$ cat config.mk
export PLATFORM = sky130hd
export DESIGN_NAME = master_card_control
export DESIGN_NICKNAME = d
export VERILOG_FILES = /design/src/design/priority_interrupt_unit.v /design/src/design/pitch_rate_multiplier.v /design/src/design/master_card_control.v
export VERILOG_INCLUDE_DIRS = /design/src /design/src/design
export SDC_FILE = /design/constraint.sdc
export NUM_CORES = 1
export LEC_CHECK = 0
export BUFFER_PORTS_ARGS = -buffer_cell sky130_fd_sc_hd__buf_2
export CAP_MARGIN = 20
export CORE_ASPECT_RATIO = 0.8
export CORE_MARGIN = 1
export CORE_UTILIZATION = 60
export CTS_CLUSTER_SIZE = 40
export DETAILED_ROUTE_END_ITERATION = 16
export GPL_TIMING_DRIVEN = 0
export HOLD_SLACK_MARGIN = 0.06
export PLACE_DENSITY = 0.83
export SYNTH_ARGS = -nofsm -noshare
export SYNTH_HDL_FRONTEND = slang
export SYNTH_HIERARCHICAL = 1
export SYNTH_SLANG_ARGS = --single-unit
$ cat constraint.sdc
create_clock -name clk_sys_in -period 5.1 [get_ports clk_sys_in]
set_clock_uncertainty 0.2 [all_clocks]
set_input_delay 0.51 -clock clk_sys_in [delete_from_list [all_inputs] [get_ports clk_sys_in]]
set_output_delay 0.51 -clock clk_sys_in [all_outputs]
set_load 0.05 [all_outputs]
$ cat src/design/master_card_defs.vh
`ifndef MASTER_CARD_DEFS_VH
`define MASTER_CARD_DEFS_VH

// Register window and register addresses on the processor address bus.
`define WINDOW_BASE        16'he000
`define WINDOW_MASK        16'hffc0
`define CHAN_RANGE_MASK    16'hffe0
`define ADDR_CHAN_MASK_DATA 16'he020
`define ADDR_CHAN_MASK_CTL 16'he021
`define ADDR_TUNING_DATA   16'he022
`define ADDR_TUNING_CTL    16'he023
`define ADDR_LEVEL_DATA    16'he028
`define ADDR_LEVEL_CTL     16'he029
`define ADDR_FILTER_DATA   16'he02a
`define ADDR_FILTER_CTL    16'he02b
`define ADDR_PRIO_STATUS   16'he02c
`define ADDR_RAISE_CPU1    16'he031
`define ADDR_CLEAR_CPU1    16'he032
`define ADDR_RAISE_CPU2    16'he033
`define ADDR_CLEAR_CPU2    16'he034

// Video RAM region on processor 1 cycles.
`define VRAM_REGION_MASK   16'hc000
`define VRAM_REGION_BASE   16'h8000

// Field positions and reset values.
`define LOCKOUT_BIT        3
`define REG_RESET          8'h00
`define CHAN_MASK_RESET    8'h00

// Oscillator divide ratio.
`define OSC_DIVIDE         2

`endif

$ cat src/design/priority_interrupt_unit.v
`timescale 1ns/1ps
`default_nettype none
// Eight-level priority encoder with a current-level threshold. Level 7 is highest.
module priority_interrupt_unit (
  input  wire       clk_sys_in,
  input  wire       rst_in,
  input  wire [7:0] request_in,
  input  wire       status_write_in,
  input  wire [3:0] status_data_in,
  output reg        int_n_out,
  output reg  [2:0] level_out
);

  reg [3:0] current_level;
  reg [2:0] next_level;
  reg       next_hit;
  integer   i;

  always @* begin
    next_level = 3'h0;
    next_hit   = 1'b0;
    for (i = 0; i < 8; i = i + 1) begin
      if (request_in[i]) begin
        next_level = i[2:0];
        next_hit   = 1'b1;
      end
    end
    // Bit 3 set means all levels enabled; otherwise only levels above the written one.
    if (!current_level[3] && ({1'b0, next_level} <= current_level)) begin
      next_hit = 1'b0;
    end
  end

  always @(posedge clk_sys_in) begin
    if (rst_in) begin
      current_level <= 4'h0;
      int_n_out     <= 1'b1;
      level_out     <= 3'h0;
    end else begin
      if (status_write_in) begin
        current_level <= status_data_in;
      end
      int_n_out <= ~next_hit;
      level_out <= next_level;
    end
  end

endmodule
`default_nettype wire

$ cat src/design/pitch_rate_multiplier.v
`timescale 1ns/1ps
`default_nettype none
// Divide-by-two of the master oscillator, then a rate multiplier trimmed by the tuning value.
module pitch_rate_multiplier #(
  parameter WIDTH = 8
) (
  input  wire             clk_sys_in,
  input  wire             rst_in,
  input  wire             osc_in,
  input  wire [WIDTH-1:0] tuning_in,
  output reg              half_clock_out,
  output reg              pitch_clock_out
);

  reg             osc_meta;
  reg             osc_sync;
  reg             osc_prev;
  reg [WIDTH-1:0] accum;
  reg [WIDTH:0]   next_accum;

  always @* begin
    // Base rate one half plus a small trim keeps the range of control narrow.
    next_accum = {1'b0, accum} + {2'b01, {(WIDTH-1){1'b0}}} + {{(WIDTH){1'b0}}, 1'b0}
                 + {{(WIDTH-3){1'b0}}, tuning_in[WIDTH-1:WIDTH-4]};
  end

  always @(posedge clk_sys_in) begin
    if (rst_in) begin
      osc_meta        <= 1'b0;
      osc_sync        <= 1'b0;
      osc_prev        <= 1'b0;
      half_clock_out  <= 1'b0;
      pitch_clock_out <= 1'b0;
      accum           <= {WIDTH{1'b0}};
    end else begin
      osc_meta <= osc_in;
      osc_sync <= osc_meta;
      osc_prev <= osc_sync;
      pitch_clock_out <= 1'b0;
      if (osc_sync && !osc_prev) begin
        half_clock_out <= ~half_clock_out;
        if (!half_clock_out) begin
          accum           <= next_accum[WIDTH-1:0];
          pitch_clock_out <= next_accum[WIDTH];
        end
      end
    end
  end

endmodule
`default_nettype wire

$ cat src/design/master_card_control.v
// What this block does
// RULE1: The card answers a 64-byte window of addresses and either processor may access it.
// RULE2: Accesses to the shared channel-card range are decoded into one channel select.
// RULE3: A channel-range write enables every channel whose mask bit is set.
// RULE4: A channel-range read with more than one mask bit set suppresses the channel select.
// RULE5: Processor 1 accesses to the video RAM region assert video RAM disable.
// RULE6: While the lockout bit is set video RAM is disabled and system RAM enabled. The code drives only video_ram_disable_out; it has no system RAM enable.
// RULE7: The tuning port is an output port whose written value drives the master tuning bits.
// RULE8: Channel cards take the eight primary levels; a second priority unit cascades with it.
// RULE9: The cascaded unit supplies keyboard serial, timer and interprocessor interrupts.
// RULE10: A higher-priority interrupt makes the unit's low output set the request latch.
// RULE11: The pending level drives the interrupt address bus, replacing address bits from 1 up.
// RULE12: Writing a new current status clears the processor 1 request latch.
// RULE13: Dedicated addresses raise or clear an interrupt to each processor.
// RULE14: The oscillator is halved and passed through tuning rate multipliers to the cards.
// RULE15: Software holds exactly one mask bit set when it reads from a channel card.
`timescale 1ns/1ps
`default_nettype none
`include "master_card_defs.vh"
module master_card_control #(
  parameter CHANNELS = 8
) (
  input  wire                clk_sys_in,
  input  wire                rst_in,
  input  wire                valid_address_in,
  input  wire                cpu2_cycle_in,
  input  wire                read_in,
  input  wire [15:0]         address_in,
  input  wire [7:0]          write_data_in,
  output reg  [7:0]          read_data_out,
  output reg                 window_select_out,
  output reg                 channel_select_decoded_out,
  output reg  [CHANNELS-1:0] channel_select_out,
  output reg                 video_ram_disable_out,
  output reg  [7:0]          master_tuning_bits_out,
  output reg  [7:0]          level_data_out,
  output reg  [7:0]          filter_select_data_out,
  input  wire [CHANNELS-1:0] channel_irq_in,
  input  wire                keyboard_serial_irq_in,
  input  wire                timer_interrupt_in,
  input  wire                vector_fetch_in,
  output reg                 cpu1_interrupt_request_out,
  output reg                 cpu2_interrupt_request_out,
  output reg  [2:0]          interrupt_address_out,
  output reg  [15:0]         memory_address_out,
  output wire                cascade_int_n_out,
  input  wire                oscillator_in,
  output wire                half_clock_out,
  output wire                channel_pitch_clock_out
);

  ////////////////////////////////////////////////////////////////////////////
  // Pin synchronisers for asynchronous interrupt sources.
  reg [CHANNELS+1:0] irq_meta;
  reg [CHANNELS+1:0] irq_sync;

  always @(posedge clk_sys_in) begin
    if (rst_in) begin
      irq_meta <= {(CHANNELS+2){1'b0}};
      irq_sync <= {(CHANNELS+2){1'b0}};
    end else begin
      irq_meta <= {keyboard_serial_irq_in, timer_interrupt_in, channel_irq_in};
      irq_sync <= irq_meta;
    end
  end

  ////////////////////////////////////////////////////////////////////////////
  // Address decode.
  wire in_window  = valid_address_in && ((address_in & `WINDOW_MASK) == `WINDOW_BASE);
  wire in_channel = valid_address_in && ((address_in & `CHAN_RANGE_MASK) == `WINDOW_BASE);
  wire wr         = in_window && !read_in;
  wire acc        = in_window;

  reg  [7:0] chan_mask;
  reg  [7:0] chan_mask_ctl;
  reg  [7:0] tuning_ctl;
  reg  [7:0] level_ctl;
  reg  [7:0] filter_ctl;
  reg        cpu1_latch;
  reg        ipc_cpu1;
  wire       multi_mask;
  wire       unit_int_n;
  wire [2:0] unit_level;

  // More than one bit set: clear the lowest set bit and see what remains.
  assign multi_mask = |(chan_mask & (chan_mask - 8'h01));

  ////////////////////////////////////////////////////////////////////////////
  // Register writes.
  always @(posedge clk_sys_in) begin
    if (rst_in) begin
      chan_mask              <= `CHAN_MASK_RESET;
      chan_mask_ctl          <= `REG_RESET;
      master_tuning_bits_out <= `REG_RESET;
      tuning_ctl             <= `REG_RESET;
      level_data_out         <= `REG_RESET;
      level_ctl              <= `REG_RESET;
      filter_select_data_out <= `REG_RESET;
      filter_ctl             <= `REG_RESET;
    end else if (wr) begin
      case (address_in)
        `ADDR_CHAN_MASK_DATA: chan_mask              <= write_data_in;
        `ADDR_CHAN_MASK_CTL:  chan_mask_ctl          <= write_data_in;
        `ADDR_TUNING_DATA:    master_tuning_bits_out <= write_data_in; // [RULE7]
        `ADDR_TUNING_CTL:     tuning_ctl             <= write_data_in;
        `ADDR_LEVEL_DATA:     level_data_out         <= write_data_in;
        `ADDR_LEVEL_CTL:      level_ctl              <= write_data_in;
        `ADDR_FILTER_DATA:    filter_select_data_out <= write_data_in;
        `ADDR_FILTER_CTL:     filter_ctl             <= write_data_in;
        default: begin
        end
      endcase
    end
  end

  ////////////////////////////////////////////////////////////////////////////
  // Registered bus-side outputs for the current cycle.
  always @(posedge clk_sys_in) begin
    if (rst_in) begin
      window_select_out          <= 1'b0;
      channel_select_decoded_out <= 1'b0;
      channel_select_out         <= {CHANNELS{1'b0}};
      video_ram_disable_out      <= 1'b0;
      read_data_out              <= 8'h00;
    end else begin
      window_select_out          <= acc; // [RULE1]
      channel_select_decoded_out <= in_channel && !(read_in && multi_mask); // [RULE2] [RULE4]
      channel_select_out         <= (in_channel && !(read_in && multi_mask)) ?
                                    chan_mask[CHANNELS-1:0] : {CHANNELS{1'b0}}; // [RULE3] [RULE4]
      video_ram_disable_out      <= chan_mask_ctl[`LOCKOUT_BIT] || // [RULE6]
                                    (valid_address_in && !cpu2_cycle_in &&
                                     ((address_in & `VRAM_REGION_MASK) == `VRAM_REGION_BASE)); // [RULE5]
      read_data_out <= 8'h00;
      if (acc && read_in) begin
        case (address_in)
          `ADDR_CHAN_MASK_DATA: read_data_out <= chan_mask;
          `ADDR_CHAN_MASK_CTL:  read_data_out <= chan_mask_ctl;
          `ADDR_TUNING_DATA:    read_data_out <= master_tuning_bits_out;
          `ADDR_TUNING_CTL:     read_data_out <= tuning_ctl;
          `ADDR_LEVEL_DATA:     read_data_out <= level_data_out;
          `ADDR_LEVEL_CTL:      read_data_out <= level_ctl;
          `ADDR_FILTER_DATA:    read_data_out <= filter_select_data_out;
          `ADDR_FILTER_CTL:     read_data_out <= filter_ctl;
          `ADDR_PRIO_STATUS:    read_data_out <= {4'h0, cpu1_latch, unit_level};
          default:              read_data_out <= 8'h00;
        endcase
      end
    end
  end

  ////////////////////////////////////////////////////////////////////////////
  // Interprocessor interrupts; an access of either direction counts.
  always @(posedge clk_sys_in) begin
    if (rst_in) begin
      ipc_cpu1                   <= 1'b0;
      cpu2_interrupt_request_out <= 1'b0;
    end else if (acc) begin
      if (address_in == `ADDR_RAISE_CPU1) begin
        ipc_cpu1 <= 1'b1; // [RULE13]
      end else if (address_in == `ADDR_CLEAR_CPU1) begin
        ipc_cpu1 <= 1'b0; // [RULE13]
      end
      if (address_in == `ADDR_RAISE_CPU2) begin
        cpu2_interrupt_request_out <= 1'b1; // [RULE13]
      end else if (address_in == `ADDR_CLEAR_CPU2) begin
        cpu2_interrupt_request_out <= 1'b0; // [RULE13]
      end
    end
  end

  ////////////////////////////////////////////////////////////////////////////
  // Cascaded priority unit: levels 7..5 are interprocessor, timer, keyboard.
  // Level 0 carries the cascade from the primary channel requests; levels 4..1 are tied low.
  wire       status_wr = wr && (address_in == `ADDR_PRIO_STATUS);
  wire       primary_any = |irq_sync[CHANNELS-1:0]; // [RULE8]
  wire [7:0] unit_req = {ipc_cpu1, irq_sync[CHANNELS], irq_sync[CHANNELS+1],
                         4'h0, primary_any}; // [RULE9]
  reg  [2:0] primary_level;
  integer    k;

  always @* begin
    primary_level = 3'h0;
    for (k = 0; k < CHANNELS; k = k + 1) begin
      if (irq_sync[k]) begin
        primary_level = k[2:0];
      end
    end
  end

  priority_interrupt_unit u_prio (
    .clk_sys_in      (clk_sys_in),
    .rst_in          (rst_in),
    .request_in      (unit_req),
    .status_write_in (status_wr),
    .status_data_in  (write_data_in[3:0]),
    .int_n_out       (unit_int_n),
    .level_out       (unit_level)
  );

  assign cascade_int_n_out = unit_int_n;

  // The latch holds the request even if the source drops; only a status write releases it.
  // A new interrupt in the same cycle as the write wins, so none is lost.
  always @(posedge clk_sys_in) begin
    if (rst_in) begin
      cpu1_latch <= 1'b0;
    end else if (!unit_int_n) begin
      cpu1_latch <= 1'b1; // [RULE10]
    end else if (status_wr) begin
      cpu1_latch <= 1'b0; // [RULE12]
    end
  end

  always @(posedge clk_sys_in) begin
    if (rst_in) begin
      cpu1_interrupt_request_out <= 1'b0;
      interrupt_address_out      <= 3'h0;
      memory_address_out         <= 16'h0000;
    end else begin
      cpu1_interrupt_request_out <= cpu1_latch;
      interrupt_address_out      <= (unit_level == 3'h0) ? primary_level : unit_level; // [RULE11]
      memory_address_out         <= vector_fetch_in ?
                                    {address_in[15:4], interrupt_address_out, address_in[0]} :
                                    address_in; // [RULE11]
    end
  end

  ////////////////////////////////////////////////////////////////////////////
  // Master pitch path.
  pitch_rate_multiplier #(
    .WIDTH (8)
  ) u_pitch (
    .clk_sys_in      (clk_sys_in),
    .rst_in          (rst_in),
    .osc_in          (oscillator_in),
    .tuning_in       (master_tuning_bits_out),
    .half_clock_out  (half_clock_out),
    .pitch_clock_out (channel_pitch_clock_out)
  ); // [RULE14]

endmodule
`default_nettype wire

==> summary.md <==
The run finished with clean final reports. STA classifies the critical path endpoint as a register. The run gives 0 as the initial antenna violation count. Counting distinct cell types in the post-synthesis netlist gives 65. Total power for the finished layout comes to 0.00262 W. Clock tree synthesis inserted a total of 17 buffers. The detailed router finished its first iteration with 491 violations.

The total wirelength of the detailed-routed design is 16800 um, and the delay of the slowest cell on the worst path is 0.56 ns. The count of final setup violators is 0, and the die area is 10600 um2. Clock tree synthesis found a total of 147 sinks. The worst-margin pin slew is 0.745 ns.

Ranked by instance count, the synthesized netlist is headed by 147 x dfxtp_1, 108 x nor2_1, 77 x mux2i_1. The quantity of gates resized following cts came out at 0. The critical path in this run is classified as in2reg. The run gives 0.0942 as the global-route met3 utilization.

The number of pins exceeding their max-slew limit in the final report was 0. The area share of the largest cell type after synthesis is 0.480, and the reported leakage power is 3.19 nW. After detailed placement, the total cell area comes to 6840 um2.

The share of synthesized area occupied by flip-flops and latches was 0.480; the total of flip-flops plus latches after synthesis was 147. Measured along the x axis, the die boundary spans 115 um. The met2 usage in global routing was 0.515.

Setup total negative slack on the finished layout was measured at 0 ns. For this run, the top clock speed supported by timing is 343 MHz. The area added between synthesis and finish was 21.1%; the power per cell area was 353 nW/um2.

For this design, the slowest cell found on the critical path is nor4b_1. The number of nets still failing antenna checks after routing was 0. Among all flip-flop cells after synthesis, the most frequent one is dfxtp_1.

The Yosys step of the flow raised 6 warnings. At the worst endpoint, the arrival time is 3.01 ns. Shortest period the worst path allows: 2.92 ns.

Summed over all layers, the global routing overflow is 0. The clock reaches the later pin of the worst-skew pair after 0.43 ns. TritonCTS built the clock tree.

The total number of H-tree levels was 4; the mapped cell area was 6130 um2. Max-cap violations in this run came to 0. Of all nets on the critical path, the largest fanout is 7.

The core area came out at 9770 um2. Setup repair after global routing left no endpoint under its margin. The initialized floorplan defines 32 standard-cell rows. For the worst slew margin relative to its limit, the log shows 0.500. The repair_antennas step left the layout with diodes totalling 0.

At the end of routability-driven placement, the weighted congestion stood at 0.941. After clock tree synthesis, the setup repair step added 0 buffers. A synthesized cell averages 9.91 um2.

The via density per instance is 5.82. The worst-case IR drop observed on VDD is 296 uV. The total global routing track utilization came out at 0.334. Measured in cells, the most critical reg-to-reg path has a length of 5. Buffers placed on the I/O ports in this run total 102.

Hold repair after CTS inserted 0 buffers. The routed layout has 5207 vias. The maximum number of pins on one net before global-route repair is 17, and the cell count after synthesis is 618. For this run, the detailed router's first-pass iteration total came to 6. The period utilization was 0.572; the number of global-route vias before repair was 5032. No sink is reached through more buffers than the 2 on the longest clock path. Dividing the detail-routed wire length by the instance count gives 18.8 um. Clock-pin slew was measured on the worst setup and hold paths at 0.06 ns. In this run the count of I/O pins placed on the die edge is 108. The worst hold path cell count came out at 2. The most crowded layer after global routing was met2.

Detailed placement finished with a half-perimeter wire length of 12100 um. The run gives 26300 um as the wire length of the first global-routing pass. The path class of the tightest hold or removal check is in2reg. The run gives 0.627 as the starting utilization of the core area. The run gives 0 as the final hold violation count. STA classifies the critical path startpoint as an input port.

The floorplan step set the die height to 92.4 um. The post-synthesis cell type with the largest combined area is dfxtp_1. The fraction of registers with async set/reset was 0. The DRC violation count after routing was 0. After routing the design area is 7420 um2. Across all hold checks on the routed design, the worst slack comes to 0.0872 ns. In this run the clock root is driven by a clkbuf_16.

The net count of the finished layout is 796. The most common cell in the synthesized netlist is dfxtp_1. The count of flip-flops with a built-in enable after synthesis is 0. For the worst setup path, the data required time is 5.20 ns. Walking the worst path, the cells encountered are buf_2 -> or4b_1 -> buf_2 -> nor2_1 -> nand4_1 -> nor4b_1 -> clkbuf_2 -> mux2i_1 -> nor2_1. The met1 track utilization from global routing is 0.437, and the fraction of layout instances using a drive strength above 1 is 0.229.

Ranked by total cell area, the synthesized netlist is headed by dfxtp_1 48%, mux2i_1 13%, nor2_1 6.6%, nor2b_1 4.4%, a21oi_1 2.2%.
cell families after synthesis:
kind of cell / Yosys count / share of synthesized area
compound gates: 77 / 0.0817
xor+xnor: 3 / 0.00429
fa+ha+maj: 9 / 0.0192
buf+inv: 48 / 0.0341
flops: 147 / 0.480
mux: 82 / 0.141
other cells: 1 / 0.000612
simple gates: 251 / 0.239
registers in the layout, summed over array words and instances, names as in the netlist, 3 cells and up:
name / cells
irq_sync: 10
interrupt_address_out: 3
level_data_out: 8
u_prio/level_out: 3
chan_mask_ctl: 8
filter_ctl: 8
level_ctl: 8
u_pitch/accum: 8
filter_select_data_out: 8
memory_address_out: 16
channel_select_out: 8
chan_mask: 8
u_prio/current_level: 4
tuning_ctl: 8
master_tuning_bits_out: 8
irq_meta: 10
read_data_out: 8
placed cells by master (no fill, tap or decap), types with 9 or more instances in the layout:
master       n
a21oi_1     27
a22oi_1     10
buf_2      112
clkbuf_1    22
clkbuf_16   17
conb_1       9
dfxtp_1    147
inv_1       10
mux2i_1     77
nand2_1     20
nor2_1     108
nor2b_1     43
o21ai_0     14
worst max-delay path, delay by kind of cell:
kind	cells	cell delay (ns)
and+or+nand+nor	5	1.63
buffers and inverters	3	0.63
muxes	1	0.22
power by group:
part / leakage (nW) / total (W) / internal [W] / switching (W)
clock network: 0.289 / 0.00125 / 0.000774 / 0.000476
logic: 1.70 / 0.000186 / 0.0000550 / 0.000131
registers: 1.20 / 0.00118 / 0.00117 / 0.0000113
per-layer routing:
metal	vias up	part of all wire
met5	-	0
met1	2452	0.44
met2	279	0.45
met3	43	0.086
met4	0	0.027
li1	2433	-
final timing paths:
path	end	slack, ns	from
worst max-delay path	u_prio/current_level[2]$_SDFFE_PP0P_	2.18	address_in[7]
worst min register to register	irq_sync[1]$_SDFF_PP0_	0.23	irq_meta[1]$_SDFF_PP0_
worst min-delay path	irq_meta[3]$_SDFF_PP0_	0.09	channel_irq_in[3]
worst max register to register	channel_select_out[6]$_SDFF_PP0_	3.07	chan_mask[2]$_SDFFE_PP0P_
layout make-up:
type                            count  area, um2
Buffer                             37        168
Clock buffer                       20        447
Clock inverter                     11        136
Fill cell                         731       2350
Inverter                           11       41.3
Multi-Input combinational cell    431       3000
Sequential cell                   147       2940
Tap cell                          136        170
Timing Repair Buffer              102        510
per-stage QoR:
step                 util  instances  worst slack, ns
global route        0.759        895             2.07
detailed placement  0.700        864             1.91
global placement    0.700        864             1.84
CTS                 0.759        895             2.28
finish              0.759        895             2.18
floorplan               -        626             2.49
No activity file was read; power rests on OpenSTA's default activity.
